[src/pgm_defs.svh]
`ifndef PGM_DEFS_SVH
`define PGM_DEFS_SVH

// ****************************************************************
// register offsets
// ****************************************************************
`define PGM_OFS_TWO_A    8'ha8
`define PGM_OFS_TWO_B    8'ha9
`define PGM_OFS_THREE_A  8'haa
`define PGM_OFS_STATUS   8'hb0

// ****************************************************************
// widths, reset values and mask patterns
// ****************************************************************
`define PGM_DW           8
`define PGM_ZERO         8'h00
`define PGM_ALL_MASKED   8'hff
`define PGM_CTL_ONLY     8'h0f
`define PGM_SHARED_ONLY  8'hfb

// ****************************************************************
// field positions
// ****************************************************************
`define PGM_BIT_LINEAR_A2      7
`define PGM_BIT_SWITCH_A1      6
`define PGM_STEPDOWN_HI        5
`define PGM_BIT_TERMINATION    3
`define PGM_BIT_SHARED         2
`define PGM_BIT_SWITCH_B1      1
`define PGM_BIT_LINEAR_A3      0
`define PGM_CTL_HI             7
`define PGM_CTL_LO             4
`define PGM_ST_GOOD_TWO        0
`define PGM_ST_GOOD_THREE      1
`define PGM_ST_SHARED_SEL      2
`define PGM_ST_LOADED          3

`endif

[src/pgm_pkg.sv]
package pgm_pkg;

  typedef logic [7:0] pgm_byte_type;

  typedef enum logic {
    PGM_SHARED_SWITCH_B2 = 1'b0,
    PGM_SHARED_LINEAR_A1 = 1'b1
  } pgm_shared_type;

endpackage : pgm_pkg

[src/pgm_mask_reg.sv]
`timescale 1ns/100ps
`include "pgm_defs.svh"

module pgm_mask_reg
  import pgm_pkg::*;
(
  input  wire logic         clk,
  input  wire logic         rstn,
  input  wire logic         load_otp,
  input  wire pgm_byte_type otp_val,
  input  wire logic         wr_en,
  input  wire pgm_byte_type wdata,
  output pgm_byte_type      q
);

  pgm_byte_type mask_r;
  pgm_byte_type mask_nxt;

  // otp load wins over a software write in the same cycle
  always_comb begin
    mask_nxt = mask_r;
    if (load_otp) begin
      mask_nxt = otp_val;
    end else if (wr_en) begin
      mask_nxt = wdata;
    end
  end

  always_ff @(posedge clk or negedge rstn) begin
    if (!rstn) begin
      mask_r <= `PGM_ZERO;
    end else begin
      mask_r <= mask_nxt;
    end
  end

  assign q = mask_r;

endmodule : pgm_mask_reg

[src/pgm_bank.sv]
// The implementer's own choice: the strobed register port.
`timescale 1ns/100ps
`include "pgm_defs.svh"

module pgm_bank
  import pgm_pkg::*;
(
  input  wire logic         MCLK,
  input  wire logic         RSTN,
  input  wire pgm_byte_type ADDR,
  input  wire pgm_byte_type WDATA,
  input  wire logic         WR,
  input  wire logic         RD,
  output pgm_byte_type      RDATA,
  input  wire pgm_byte_type OTP_TWO_A,
  input  wire pgm_byte_type OTP_TWO_B,
  input  wire pgm_byte_type OTP_THREE_A,
  input  wire logic         OTP_SHARED_SEL,
  input  wire logic [5:0]   STEPDOWN_GOOD,
  input  wire logic         LINEAR_A2_GOOD,
  input  wire logic         SWITCH_A1_GOOD,
  input  wire logic         LINEAR_A3_GOOD,
  input  wire logic         LINEAR_A1_GOOD,
  input  wire logic         SWITCH_B1_GOOD,
  input  wire logic         SWITCH_B2_GOOD,
  input  wire logic         TERMINATION_GOOD,
  input  wire logic [3:0]   CONTROL_IN,
  output logic              POWER_GOOD_OUT_TWO,
  output logic              POWER_GOOD_OUT_THREE
);

  // ****************************************************************
  // otp load sequencing
  // ****************************************************************
  logic           loaded_r;
  logic           loaded_nxt;
  pgm_shared_type shared_sel_r;
  pgm_shared_type shared_sel_nxt;
  logic           load_otp;

  // async reset can only take constants, so otp is caught after release
  always_comb begin
    loaded_nxt     = 1'b1;
    shared_sel_nxt = shared_sel_r;
    if (!loaded_r) begin
      shared_sel_nxt = pgm_shared_type'(OTP_SHARED_SEL);
    end
  end

  always_ff @(posedge MCLK or negedge RSTN) begin
    if (!RSTN) begin
      loaded_r     <= 1'b0;
      shared_sel_r <= PGM_SHARED_SWITCH_B2;
    end else begin
      loaded_r     <= loaded_nxt;
      shared_sel_r <= shared_sel_nxt;
    end
  end

  assign load_otp = !loaded_r;

  // ****************************************************************
  // mask registers
  // ****************************************************************
  logic         wr_two_a;
  logic         wr_two_b;
  logic         wr_three_a;
  pgm_byte_type mask_two_a;
  pgm_byte_type mask_two_b;
  pgm_byte_type mask_three_a;

  always_comb begin
    wr_two_a   = 1'b0;
    wr_two_b   = 1'b0;
    wr_three_a = 1'b0;
    if (WR && ADDR == `PGM_OFS_TWO_A) begin
      wr_two_a = 1'b1;
    end else if (WR && ADDR == `PGM_OFS_TWO_B) begin
      wr_two_b = 1'b1;
    end else if (WR && ADDR == `PGM_OFS_THREE_A) begin
      wr_three_a = 1'b1;
    end
  end

  pgm_mask_reg u_two_a (
    .clk      (MCLK),
    .rstn     (RSTN),
    .load_otp (load_otp),
    .otp_val  (OTP_TWO_A),
    .wr_en    (wr_two_a),
    .wdata    (WDATA),
    .q        (mask_two_a)
  );

  pgm_mask_reg u_two_b (
    .clk      (MCLK),
    .rstn     (RSTN),
    .load_otp (load_otp),
    .otp_val  (OTP_TWO_B),
    .wr_en    (wr_two_b),
    .wdata    (WDATA),
    .q        (mask_two_b)
  );

  pgm_mask_reg u_three_a (
    .clk      (MCLK),
    .rstn     (RSTN),
    .load_otp (load_otp),
    .otp_val  (OTP_THREE_A),
    .wr_en    (wr_three_a),
    .wdata    (WDATA),
    .q        (mask_three_a)
  );

  // ****************************************************************
  // power good trees
  // ****************************************************************
  pgm_byte_type src_a;
  pgm_byte_type src_b;
  logic         shared_good;
  logic [7:0]   keep_two_a;
  logic [7:0]   keep_two_b;
  logic [7:0]   keep_three_a;
  logic         good_two;
  logic         good_three;

  always_comb begin
    shared_good = (shared_sel_r == PGM_SHARED_LINEAR_A1) ?
                  LINEAR_A1_GOOD : SWITCH_B2_GOOD;
    src_a = `PGM_ZERO;
    src_a[`PGM_BIT_LINEAR_A2]    = LINEAR_A2_GOOD;
    src_a[`PGM_BIT_SWITCH_A1]    = SWITCH_A1_GOOD;
    src_a[`PGM_STEPDOWN_HI:0]    = STEPDOWN_GOOD;
    src_b = `PGM_ZERO;
    // raw pin level, not a regulator flag
    src_b[`PGM_CTL_HI:`PGM_CTL_LO] = CONTROL_IN;
    src_b[`PGM_BIT_TERMINATION]  = TERMINATION_GOOD;
    src_b[`PGM_BIT_SHARED]       = shared_good;
    src_b[`PGM_BIT_SWITCH_B1]    = SWITCH_B1_GOOD;
    src_b[`PGM_BIT_LINEAR_A3]    = LINEAR_A3_GOOD;
  end

  // one bit per source: masked bits are forced good
  for (genvar i = 0; i < `PGM_DW; i++) begin : g_keep
    assign keep_two_a[i]   = src_a[i] | mask_two_a[i];
    assign keep_two_b[i]   = src_b[i] | mask_two_b[i];
    assign keep_three_a[i] = src_a[i] | mask_three_a[i];
  end

  // outputs held low until otp masks are in place
  always_comb begin
    good_two   = loaded_r & (&keep_two_a) & (&keep_two_b);
    good_three = loaded_r & (&keep_three_a);
  end

  logic out_two_r;
  logic out_three_r;

  always_ff @(posedge MCLK or negedge RSTN) begin
    if (!RSTN) begin
      out_two_r   <= 1'b0;
      out_three_r <= 1'b0;
    end else begin
      out_two_r   <= good_two;
      out_three_r <= good_three;
    end
  end

  assign POWER_GOOD_OUT_TWO   = out_two_r;
  assign POWER_GOOD_OUT_THREE = out_three_r;

  // ****************************************************************
  // register read port
  // ****************************************************************
  pgm_byte_type rdata_r;
  pgm_byte_type rdata_nxt;
  pgm_byte_type status;

  always_comb begin
    status = `PGM_ZERO;
    status[`PGM_ST_GOOD_TWO]   = out_two_r;
    status[`PGM_ST_GOOD_THREE] = out_three_r;
    status[`PGM_ST_SHARED_SEL] = shared_sel_r;
    status[`PGM_ST_LOADED]     = loaded_r;
    rdata_nxt = `PGM_ZERO;
    if (RD && ADDR == `PGM_OFS_TWO_A) begin
      rdata_nxt = mask_two_a;
    end else if (RD && ADDR == `PGM_OFS_TWO_B) begin
      rdata_nxt = mask_two_b;
    end else if (RD && ADDR == `PGM_OFS_THREE_A) begin
      rdata_nxt = mask_three_a;
    end else if (RD && ADDR == `PGM_OFS_STATUS) begin
      rdata_nxt = status;
    end
  end

  always_ff @(posedge MCLK or negedge RSTN) begin
    if (!RSTN) begin
      rdata_r <= `PGM_ZERO;
    end else begin
      rdata_r <= rdata_nxt;
    end
  end

  assign RDATA = rdata_r;
endmodule : pgm_bank

[config.mk]
export PLATFORM = sky130hd
export DESIGN_NAME = pgm_bank
export DESIGN_NICKNAME = d
export VERILOG_FILES = /design/src/pgm_pkg.sv /design/src/pgm_mask_reg.sv /design/src/pgm_bank.sv
export VERILOG_INCLUDE_DIRS = /design/src
export SDC_FILE = /design/constraint.sdc
export NUM_CORES = 1
export LEC_CHECK = 0
export BUFFER_PORTS_ARGS = -buffer_cell sky130_fd_sc_hd__buf_4
export CAP_MARGIN = 20
export CORE_ASPECT_RATIO = 1.1
export CORE_UTILIZATION = 52
export CTS_BUF_LIST = sky130_fd_sc_hd__clkbuf_16
export DETAILED_ROUTE_END_ITERATION = 8
export GPL_TIMING_DRIVEN = 0
export PLACE_DENSITY = 0.84
export SLEW_MARGIN = 20
export SYNTH_ARGS = -nofsm -noshare
export SYNTH_HDL_FRONTEND = slang
export SYNTH_SLANG_ARGS = --single-unit
[constraint.sdc]
create_clock -name MCLK -period 3.55 [get_ports MCLK]
set_input_delay 0.5325 -clock MCLK [delete_from_list [all_inputs] [get_ports MCLK]]
set_output_delay 0.5325 -clock MCLK [all_outputs]
set_load 0.01 [all_outputs]
==> results of run 1 <==
[worst max-delay path, delay by kind of cell (launching register included)]
kind / cells / cell delay, ps
AO/OA/AOI/OAI: 1 / 100
buffers and inverters: 3 / 1110
flip-flops: 1 / 330
[worst max-delay path by stage]
stage | from | slack [ps] | to | cells past startpoint
floorplan | ADDR[6] | 2050 | RDATA[0]$_DFF_PN0_ | 4
global placement | ADDR[0] | 1750 | u_three_a.q[0]$_DFFE_PN0P_ | 5
detailed placement | ADDR[6] | 1710 | u_two_a.q[7]$_DFFE_PN0P_ | 5
CTS | loaded_r$_DFF_PN0_ | 1880 | u_three_a.q[3]$_DFFE_PN0P_ | 4
global route | loaded_r$_DFF_PN0_ | 1770 | u_three_a.q[3]$_DFFE_PN0P_ | 4
finish | loaded_r$_DFF_PN0_ | 1890 | u_three_a.q[5]$_DFFE_PN0P_ | 4
[cells in the final DEF, fill, tap and decap left out, types with 2 or more instances in the layout]
master                       n
sky130_fd_sc_hd__nand2_1     6
sky130_fd_sc_hd__and3b_1     6
sky130_fd_sc_hd__buf_4      74
sky130_fd_sc_hd__inv_1       7
sky130_fd_sc_hd__dfrtp_1    36
sky130_fd_sc_hd__clkbuf_16   5
sky130_fd_sc_hd__buf_2       2
sky130_fd_sc_hd__a221oi_1    4
sky130_fd_sc_hd__clkbuf_1    3
sky130_fd_sc_hd__o21ai_0     9
sky130_fd_sc_hd__a21o_1      4
sky130_fd_sc_hd__nand3_1     4
sky130_fd_sc_hd__mux2i_1    25
sky130_fd_sc_hd__nor2_1     28
sky130_fd_sc_hd__nand3_2     2
sky130_fd_sc_hd__a21oi_1    24
sky130_fd_sc_hd__o22ai_1     8
sky130_fd_sc_hd__a22oi_1     4
sky130_fd_sc_hd__nor4_1      2
sky130_fd_sc_hd__nor2b_1     3
[cell type report]
class | count | area (um^2)
buffer | 8 | 43.8
clock buffer | 5 | 125
clock inverter | 3 | 11.3
fill | 281 | 790
inverter | 5 | 18.8
multi-input combinational | 142 | 931
sequential | 36 | 901
tap | 48 | 60.1
timing repair buffer | 71 | 533
[per-stage QoR]
step / util / hold slack [ps] / total power (uW)
after floorplan: - / 237 / 541
after global placement: 0.729 / 508 / 633
after detailed placement: 0.729 / 505 / 638
after CTS: 0.769 / 222 / 1040
after global routing: 0.769 / 243 / 1080
final: 0.769 / 204 / 1040
[layer usage]
layer / global-route usage / part of all wire / vias to the layer above
met1: 0.408 / 0.42 / 869
met2: 0.517 / 0.50 / 84
met4: 0.142 / 0.020 / 0
met5: 0 / 0 / -
li1: - / - / 854
met3: 0.0610 / 0.056 / 12
[state kept, by name, summed over array words and instances (netlist names)]
name,flops
shared_sel_r,1
POWER_GOOD_OUT_THREE,1
POWER_GOOD_OUT_TWO,1
u_two_a.q,8
u_three_a.q,8
loaded_r,1
RDATA,8
u_two_b.q,8
[power groups by stage]
stage / Combinational (uW) / Sequential (uW) / Clock, uW
after floorplan: 77.3 / 464 / 0
after global placement: 161 / 472 / 0
after detailed placement: 165 / 473 / 0
after CTS: 167 / 466 / 408
after global routing: 184 / 470 / 428
final: 167 / 468 / 406
[cell families (layout without fill, tap and decap cells)]
kind of cell | count (synthesis) | count (layout) | share of synthesized area
AOI/OAI and AO/OA | 58 | 58 | 0.190
muxes | 26 | 26 | 0.138
other | 1 | 1 | 0.00198
and+or+nand+nor | 57 | 57 | 0.161
DFF | 36 | 36 | 0.476
buffers and inverters | 13 | 92 | 0.0330
==> metrics.csv, run 1 <==
metric,value,unit
highest clock rate,0.601,GHz
fraction of the cycle the final worst path needs,0.469,
floorplan die height,65.3,um
most common flop cell mapped by yosys,sky130_fd_sc_hd__dfrtp_1,
sum of routed wire length over all layers,5480,um
final net count,331,
total leakage power,0.00139,uW
number of placement rows,22,
global-route wire length before repair,8870,um
count of vias placed by the detailed router,1819,
worst setup slack before clock tree synthesis,1710,ps
fraction of layout instances using a drive strength above 1,0.326,
final routed wire length divided by cell count,17.2,um
post-route clock skew,3.03,ps
die width,59.5,um
maximum number of pins on one net before global-route repair,37,
Sinks on Clock Net,36,
result of the run,"complete, no violations",
Netlist cell types,32,
Mapped Area,0.00189,mm^2
asr flop ratio synth,1.00,
via count of the first global-routing pass,1809,
# Max-Cap Violations,0,
total of endpoints with negative setup slack in the final report,0,
library cell occupying the most area in the post-synthesis netlist,sky130_fd_sc_hd__dfrtp_1,
total placed cells including tap cells,310,
final setup margin,1890,ps
buffers added on ports,71,
clock tree from TritonCTS,done,
critical-path cell list,buf_4 -> clkbuf_1 -> buf_2 -> a21oi_1,
initial antenna violation count,0,
leading cell type by number of instances after synthesis,sky130_fd_sc_hd__dfrtp_1,
fraction of power consumed by the clock network,0.390,
largest vdd supply drop,0.000364,V
starting DRC count in detailed routing,99,
Reg2Reg Depth,4,
Tightest Hold Check Type,in -> async,
post-layout instance count excluding filler cells,318,
reported net switching power,260,uW
Std-Cell Core Area,0.00341,mm^2
CTS H-Tree Depth,2,
unrepaired setup endpoints after global routing,no,
portion of total power attributed to combinational logic,0.161,
largest cells by area after synthesis,"sky130_fd_sc_hd__dfrtp_1 (48%), sky130_fd_sc_hd__mux2i_1 (13%), sky130_fd_sc_hd__a21oi_1 (6.3%), sky130_fd_sc_hd__nor2_1 (5.5%), sky130_fd_sc_hd__and3b_1 (2.8%)",
Worst Path Required,3700,ps
arrival time worst endpoint,1820,ps
R2R setup slack,1890,ps
Area Overhead vs Synth,38.5,%
antenna diode count,0,
post-placement cell area,0.00249,mm^2
Hold Fails Final Rpt,0,
hold-fix buffers at CTS,0,
Seq cells post-synth,36,
final critical delay including setup and external delays,1660,ps
Internal Pwr Total,781,uW
number of synthesis warnings,0,
Pwr per Cell Area,397,mW/mm^2
Via density,5.72,
sequential element share of the synthesized area,0.476,
worst slew margin relative to its limit,0.511,
worst flop-to-flop path endpoint,u_three_a.q[5]$_DFFE_PN0P_,
reg-to-reg critical path startpoint,loaded_r$_DFF_PN0_,
clock transition time at the flip-flop clock pins of the worst setup and hold paths,50,ps
number of buffers inserted by post-CTS setup repair,0,
most instantiated cells after synthesis,"sky130_fd_sc_hd__dfrtp_1 (36), sky130_fd_sc_hd__nor2_1 (28), sky130_fd_sc_hd__mux2i_1 (25), sky130_fd_sc_hd__a21oi_1 (24), sky130_fd_sc_hd__o21ai_0 (9)",
Resized cells post-CTS,0,
slew at the pin with the worst max-slew slack,734,ps
Critical Path Max Stage Delay,580,ps
mean cell area of the mapped netlist,9.92,um^2
overflow left after global routing,0,
DIE AREA,0.00389,mm^2
switching share of power,0.250,
maximum buffer depth of the clock tree,2,
crit path capture type,flop,
remaining antenna violation count after routing,0,
final weighted congestion in routability-driven placement,0.920,
startpoint type of the worst setup path,flop,
number of top-level pins,72,
Critical Path Fanout Max,10,
Worst-Skew Late Latency,280,ps
detailed placement HPWL,3970,um
initial cell density of the core,0.555,
type of the worst setup path,reg -> reg,
fraction of synthesized cell area taken by the top area cell type,0.476,
iteration count of the initial detailed-routing pass,4,
cell at the slowest stage of the critical path,sky130_fd_sc_hd__clkbuf_1,
All-Layer GR Usage,0.319,
clock buffer count from CTS,5,
clock root cell,sky130_fd_sc_hd__clkbuf_16,
number of synthesized flops with an enable pin,0,
number of remaining DRC errors,0,
"Design Area, Final",0.00262,mm^2
max-slew violation count,0,
net count after synthesis,253,
TNS Setup,0,ps
sequential fraction of design power,0.449,
Gate Count Post-Synth,191,
Note: power is estimated with default switching activity, not from simulation.
==> run 2, diff against run 1 <==
--- a/config.mk
+++ b/config.mk
@@ -9,11 +9,11 @@
 export BUFFER_PORTS_ARGS = -buffer_cell sky130_fd_sc_hd__buf_4
 export CAP_MARGIN = 20
 export CORE_ASPECT_RATIO = 1.1
-export CORE_UTILIZATION = 52
+export CORE_UTILIZATION = 44
 export CTS_BUF_LIST = sky130_fd_sc_hd__clkbuf_16
 export DETAILED_ROUTE_END_ITERATION = 8
 export GPL_TIMING_DRIVEN = 0
-export PLACE_DENSITY = 0.84
+export PLACE_DENSITY = 0.76
 export SLEW_MARGIN = 20
 export SYNTH_ARGS = -nofsm -noshare
 export SYNTH_HDL_FRONTEND = slang
==> constraint.sdc (replaced) <==
create_clock -name MCLK -period 1.4 [get_ports MCLK]
set_input_delay 0.21 -clock MCLK [delete_from_list [all_inputs] [get_ports MCLK]]
set_output_delay 0.21 -clock MCLK [all_outputs]
set_load 0.01 [all_outputs]
==> run 2 against run 1 <==
Compared with the run above: non-clock buffer count rose by 1; critical path depth rose by 2; final area rose by 1.8%; sequential power rose to 2.5 times the previous value; fmax rose by 29%; clock power rose to 3.1 times the previous value; worst hold slack got worse by 41 ps; critical path type unchanged; largest cell class unchanged; highest routed layer unchanged.
==> metrics.csv, run 2 (same netlist as run 1, synthesis figures left out) <==
metric,value,unit,change
fraction of layout instances using a drive strength above 1,0.339,,+0.0136
Critical Path Fanout Max,10,,unchanged
"most common cell after layout, fill and taps aside",sky130_fd_sc_hd__buf_4,,
clock tree from TritonCTS,done,,
largest vdd supply drop,0.000632,V,+74%
post-layout instance count excluding filler cells,323,,+1.6%
type of the worst setup path,reg -> reg,,
"Design Area, Final",0.00267,mm^2,+1.8%
total placed cells including tap cells,314,,+1.3%
arrival time worst endpoint,1450,ps,-370 ps
CTS H-Tree Depth,2,,unchanged
maximum number of pins on one net before global-route repair,37,,unchanged
clock root cell,sky130_fd_sc_hd__clkbuf_16,,
Worst-Skew Late Latency,280,ps,about the same
clock transition time at the flip-flop clock pins of the worst setup and hold paths,60,ps,about the same
final routed wire length divided by cell count,17.1,um,-0.94%
count of vias placed by the detailed router,1801,,-0.99%
All-Layer GR Usage,0.260,,-0.0585
overflow left after global routing,0,,unchanged
via count of the first global-routing pass,1794,,-0.83%
result of the run,"complete, no violations",,
crit path capture type,flop,,
remaining antenna violation count after routing,0,,unchanged
unrepaired setup endpoints after global routing,no,,
global-route wire length before repair,8640,um,-2.6%
initial antenna violation count,0,,unchanged
number of remaining DRC errors,0,,unchanged
maximum buffer depth of the clock tree,2,,unchanged
final net count,332,,+0.30%
iteration count of the initial detailed-routing pass,4,,unchanged
antenna diode count,0,,unchanged
max-slew violation count,0,,unchanged
Via density,5.58,,-2.5%
startpoint type of the worst setup path,flop,,
total leakage power,0.00141,uW,+1.6%
starting DRC count in detailed routing,107,,+8.1%
fraction of the cycle the final worst path needs,0.919,,+0.450
DIE AREA,0.00457,mm^2,+18%
post-placement cell area,0.00249,mm^2,+0.20%
Worst Path Required,1560,ps,-2140 ps
Pwr per Cell Area,1070,mW/mm^2,+170%
number of placement rows,24,,+9.1%
Sinks on Clock Net,36,,unchanged
number of top-level pins,72,,unchanged
Area Overhead vs Synth,41.0,%,
detailed placement HPWL,3990,um,+0.48%
final weighted congestion in routability-driven placement,0.892,,-3.0%
floorplan die height,70.8,um,+8.4%
post-route clock skew,4.21,ps,+1.19 ps
total of endpoints with negative setup slack in the final report,0,,unchanged
die width,64.6,um,+8.4%
final critical delay including setup and external delays,1290,ps,-378 ps
# Max-Cap Violations,0,,unchanged
Tightest Hold Check Type,in -> reg,,
Hold Fails Final Rpt,0,,unchanged
buffers added on ports,71,,unchanged
"commonest cells after routing, fill and taps aside","sky130_fd_sc_hd__buf_4 (74), sky130_fd_sc_hd__dfrtp_1 (36), sky130_fd_sc_hd__nor2_1 (28)",,
Std-Cell Core Area,0.00405,mm^2,+19%
highest clock rate,0.777,GHz,+29%
clock buffer count from CTS,5,,unchanged
initial cell density of the core,0.467,,-0.0877
sum of routed wire length over all layers,5510,um,+0.62%
## run 2: per-stage QoR
step                      setup TNS [ps]  power, uW  setup WS (ps)   util  hold WS, ps
after floorplan                        0       1370            114      -        -85.6
after global routing                   0       2960           27.9  0.659          172
final                                  0       2850            113  0.659          162
after global placement             -2920       1600           -193  0.615          189
after CTS                              0       2860           48.8  0.658          162
after detailed placement           -3780       1620           -247  0.615          194
## run 2: power by group
part           switching [uW]  internal, uW
registers                70.0          1120
logic                     196           228
clock network             413           829
total                     680          2170
## run 2: worst paths after layout
| check | from | endpoint | slack (ps) | depth (start not counted) |
|---|---|---|---|---|
| min reg2reg | u_two_a.q[0]$_DFFE_PN0P_ | RDATA[0]$_DFF_PN0_ | 530 | 1 |
| max | loaded_r$_DFF_PN0_ | u_two_b.q[7]$_DFFE_PN0P_ | 110 | 6 |
| max in group asynchronous | RSTN | u_three_a.q[4]$_DFFE_PN0P_ | 640 | 2 |
| min | OTP_SHARED_SEL | shared_sel_r$_DFFE_PN0N_ | 160 | 2 |
| min in group asynchronous | RSTN | RDATA[5]$_DFF_PN0_ | 430 | 2 |
| max reg2reg | loaded_r$_DFF_PN0_ | u_two_b.q[7]$_DFFE_PN0P_ | 110 | 6 |
## run 2: area by class of cell
type	count	area, um^2
repair buffers	72	543
fillers	345	1380
flip-flops and latches	36	901
multi-input cells	142	931
well taps	52	65.1
inverters	5	18.8
plain buffers	8	48.8
clock inverters	3	38.8
clock buffers	5	125
## run 2: routing by layer
metal  part of all wire  vias up  track usage
met3              0.061       10       0.0435
met4              0.018        0        0.131
met1               0.39      863        0.306
met5                  0        -            0
met2               0.53       73        0.454
li1                   -      855            -
## run 2: critical path, cell delays in order (launching register included)
cell and delay (ps):
sky130_fd_sc_hd__dfrtp_1 320, sky130_fd_sc_hd__buf_4 160, sky130_fd_sc_hd__inv_1 80, sky130_fd_sc_hd__a31o_4 250, sky130_fd_sc_hd__buf_4 190, sky130_fd_sc_hd__nor2_1 120, sky130_fd_sc_hd__a21oi_1 50
## run 2: repair_timing
action | 4_1_cts | 5_1_grt
hold endpoints to repair | 36 | 0
gates resized for setup | 1 | 4
setup buffers | 0 | 0
hold buffers | 1 | 0
setup endpoints to repair | 18 | 10
==> run 3, diff against run 2 <==
--- a/config.mk
+++ b/config.mk
@@ -8,12 +8,14 @@
 export LEC_CHECK = 0
 export BUFFER_PORTS_ARGS = -buffer_cell sky130_fd_sc_hd__buf_4
 export CAP_MARGIN = 20
+export CELL_PAD_IN_SITES_DETAIL_PLACEMENT = 0
+export CELL_PAD_IN_SITES_GLOBAL_PLACEMENT = 1
 export CORE_ASPECT_RATIO = 1.1
-export CORE_UTILIZATION = 44
+export CORE_UTILIZATION = 32
 export CTS_BUF_LIST = sky130_fd_sc_hd__clkbuf_16
 export DETAILED_ROUTE_END_ITERATION = 8
 export GPL_TIMING_DRIVEN = 0
-export PLACE_DENSITY = 0.76
+export PLACE_DENSITY_LB_ADDON = 0.1
 export SLEW_MARGIN = 20
 export SYNTH_ARGS = -nofsm -noshare
 export SYNTH_HDL_FRONTEND = slang
==> run 3 against run 2 <==
Compared with the run above: worst hold slack better by 0.92 ps; sequential cell count unchanged; non-clock buffer count down 1; core utilization down 19 points; wire length about the same; combinational power down 2%; clock skew down 1.0 ps; critical endpoint unchanged; largest cell class unchanged.
==> metrics.csv, run 3 (same netlist as run 1, synthesis figures left out) <==
metric,value,unit,change
fraction of the cycle the final worst path needs,0.922,,+0.00312
number of top-level pins,72,,unchanged
clock root cell,sky130_fd_sc_hd__clkbuf_16,,
CTS H-Tree Depth,2,,unchanged
final weighted congestion in routability-driven placement,0.767,,-14%
total leakage power,0.00138,uW,-1.8%
fraction of layout instances using a drive strength above 1,0.337,,-0.00245
switching share of power,0.258,,+0.0200
total of endpoints with negative setup slack in the final report,0,,unchanged
arrival time worst endpoint,1450,ps,about the same
remaining antenna violation count after routing,0,,unchanged
cell at the slowest stage of the critical path,sky130_fd_sc_hd__dfrtp_1,,
via count of the first global-routing pass,1655,,-7.7%
Reg2Reg Depth,6,,unchanged
Area Overhead vs Synth,41.4,%,
largest vdd supply drop,0.000567,V,-10%
initial cell density of the core,0.330,,-0.137
Total Power Consumption,2690,uW,-5.7%
portion of total power attributed to combinational logic,0.155,,+0.006
Pwr per Cell Area,1000,mW/mm^2,-6.0%
# Max-Cap Violations,0,,unchanged
antenna diode count,0,,unchanged
unrepaired setup endpoints after global routing,no,,
starting DRC count in detailed routing,92,,-14%
detailed placement HPWL,4270,um,+7.2%
clock tree from TritonCTS,done,,
fraction of power consumed by the clock network,0.403,,-0.033
buffers added on ports,71,,unchanged
All-Layer GR Usage,0.193,,-0.0670
clock buffer count from CTS,5,,unchanged
critical-path cell list,buf_6 -> inv_1 -> a31o_4 -> buf_4 -> nor2_1 -> a21oi_1,,
crit path capture type,flop,,
Hold Fails Final Rpt,0,,unchanged
final critical delay including setup and external delays,1290,ps,+4.37 ps
result of the run,"complete, no violations",,
reported net switching power,695,uW,+2.2%
Critical Path Max Stage Delay,330,ps,about the same
Worst Path Required,1560,ps,about the same
post-route clock skew,3.21,ps,-1.00 ps
number of remaining DRC errors,0,,unchanged
post-placement cell area,0.00252,mm^2,+1.3%
startpoint type of the worst setup path,flop,,
highest clock rate,0.774,GHz,-0.34%
count of vias placed by the detailed router,1729,,-4.0%
buffering stage count on the worst path with inverters included,3,,unchanged
depth of the critical timing path with buffers and inverters included,6,,unchanged
Critical Path Fanout Max,18,,+8
Tightest Hold Check Type,in -> reg,,
final net count,331,,-0.30%
worst setup path startpoint,loaded_r$_DFF_PN0_,,
maximum buffer depth of the clock tree,2,,unchanged
overflow left after global routing,0,,unchanged
end point of the critical path,u_two_b.q[7]$_DFFE_PN0P_,,
Std-Cell Core Area,0.00573,mm^2,+41%
sequential fraction of design power,0.442,,+0.026
initial antenna violation count,0,,unchanged
type of the worst setup path,reg -> reg,,
"Design Area, Final",0.00268,mm^2,+0.28%
final worst hold slack,163,ps,+0.921 ps
Internal Pwr Total,1990,uW,-8.2%
final routed wire length divided by cell count,15.9,um,-6.9%
Sinks on Clock Net,36,,unchanged
Via density,4.98,,-11%
"most common cell after layout, fill and taps aside",sky130_fd_sc_hd__buf_4,,
family with the most delay on the worst path,buffers and inverters,,
maximum number of pins on one net before global-route repair,37,,unchanged
R2R setup slack,110,ps,about the same
floorplan die height,82.7,um,+17%
"commonest cells after routing, fill and taps aside","sky130_fd_sc_hd__buf_4 (73), sky130_fd_sc_hd__dfrtp_1 (36), sky130_fd_sc_hd__nor2_1 (28)",,
worst flop-to-flop path endpoint,u_two_b.q[7]$_DFFE_PN0P_,,
DIE AREA,0.00623,mm^2,+36%
number of placement rows,29,,+21%
max-slew violation count,0,,unchanged
reg-to-reg critical path startpoint,loaded_r$_DFF_PN0_,,
global-route wire length before repair,8610,um,-0.31%
sum of routed wire length over all layers,5510,um,about the same
die width,75.4,um,+17%
clock transition time at the flip-flop clock pins of the worst setup and hold paths,60,ps,about the same
iteration count of the initial detailed-routing pass,4,,unchanged
number of buffers inserted by post-CTS setup repair,0,,unchanged
Worst-Skew Late Latency,280,ps,about the same
## run 3: changes by cell type in the layout (fill, tap and decap cells not counted)
cell	delta
sky130_fd_sc_hd__clkinvlp_4	+2
sky130_fd_sc_hd__buf_4	-1
sky130_fd_sc_hd__buf_6	+1
sky130_fd_sc_hd__bufinv_16	-1
sky130_fd_sc_hd__clkbuf_4	-1
sky130_fd_sc_hd__clkinv_1	+1
sky130_fd_sc_hd__clkinv_2	-1
sky130_fd_sc_hd__inv_1	-1
## run 3: worst min path at each step
stage / startpoint / to / slack [ps] / cells after the start
2_1_floorplan: RSTN / POWER_GOOD_OUT_THREE$_DFF_PN0_ / -90 / 0
3_3_place_gp: RSTN / shared_sel_r$_DFFE_PN0N_ / 200 / 1
3_5_place_dp: RSTN / shared_sel_r$_DFFE_PN0N_ / 200 / 1
4_1_cts: OTP_SHARED_SEL / shared_sel_r$_DFFE_PN0N_ / 160 / 2
5_1_grt: OTP_SHARED_SEL / shared_sel_r$_DFFE_PN0N_ / 160 / 2
6_report: OTP_SHARED_SEL / shared_sel_r$_DFFE_PN0N_ / 160 / 2
## run 3: worst register-to-register path, stage by stage (launching register included)
cell                      delay, ps
sky130_fd_sc_hd__dfrtp_1        330
sky130_fd_sc_hd__buf_6          200
sky130_fd_sc_hd__inv_1           80
sky130_fd_sc_hd__a31o_4         240
sky130_fd_sc_hd__buf_4          180
sky130_fd_sc_hd__nor2_1          90
sky130_fd_sc_hd__a21oi_1         50
## run 3: layout make-up
| type | instances | area, um^2 |
|---|---|---|
| fill | 628 | 3050 |
| multi-input combinational | 142 | 931 |
| clock buffer | 5 | 125 |
| inverter | 5 | 18.8 |
| tap | 77 | 96.3 |
| timing repair buffer | 72 | 543 |
| clock inverter | 3 | 18.8 |
| sequential | 36 | 901 |
| buffer | 7 | 45.0 |
## run 3: per-layer routing
layer	global-route usage	part of all wire	vias to the layer above
li1	-	-	851
met1	0.268	0.46	818
met2	0.305	0.48	54
met3	0.0388	0.049	6
met4	0.0500	0.010	0
met5	0	0	-
## run 3: power groups by stage
| stage | Sequential [uW] | Clock, uW | Combinational, uW |
|---|---|---|---|
| 2_1_floorplan | 1180 | 0 | 196 |
| 3_5_place_dp | 1200 | 0 | 420 |
| 4_1_cts | 1190 | 1110 | 421 |
| 3_3_place_gp | 1200 | 0 | 419 |
| 5_1_grt | 1200 | 1170 | 469 |
| 6_report | 1190 | 1080 | 418 |
## run 3: timing repair
| action | in CTS | in global routing |
|---|---|---|
| hold buffers | 1 | 0 |
| hold endpoints to repair | 36 | 0 |
| setup endpoints to repair | 17 | 20 |
| gates resized for setup | 0 | 3 |
## run 3: stage by stage
step | TNS [ps] | instances | utilization | setup slack, ps
after floorplan | 0 | 191 | - | 114
after global placement | -3300 | 339 | 0.440 | -210
after detailed placement | -3600 | 339 | 0.440 | -220
after CTS | 0 | 347 | 0.466 | 41.1
after global routing | 0 | 347 | 0.467 | 15.7
final | 0 | 347 | 0.467 | 109
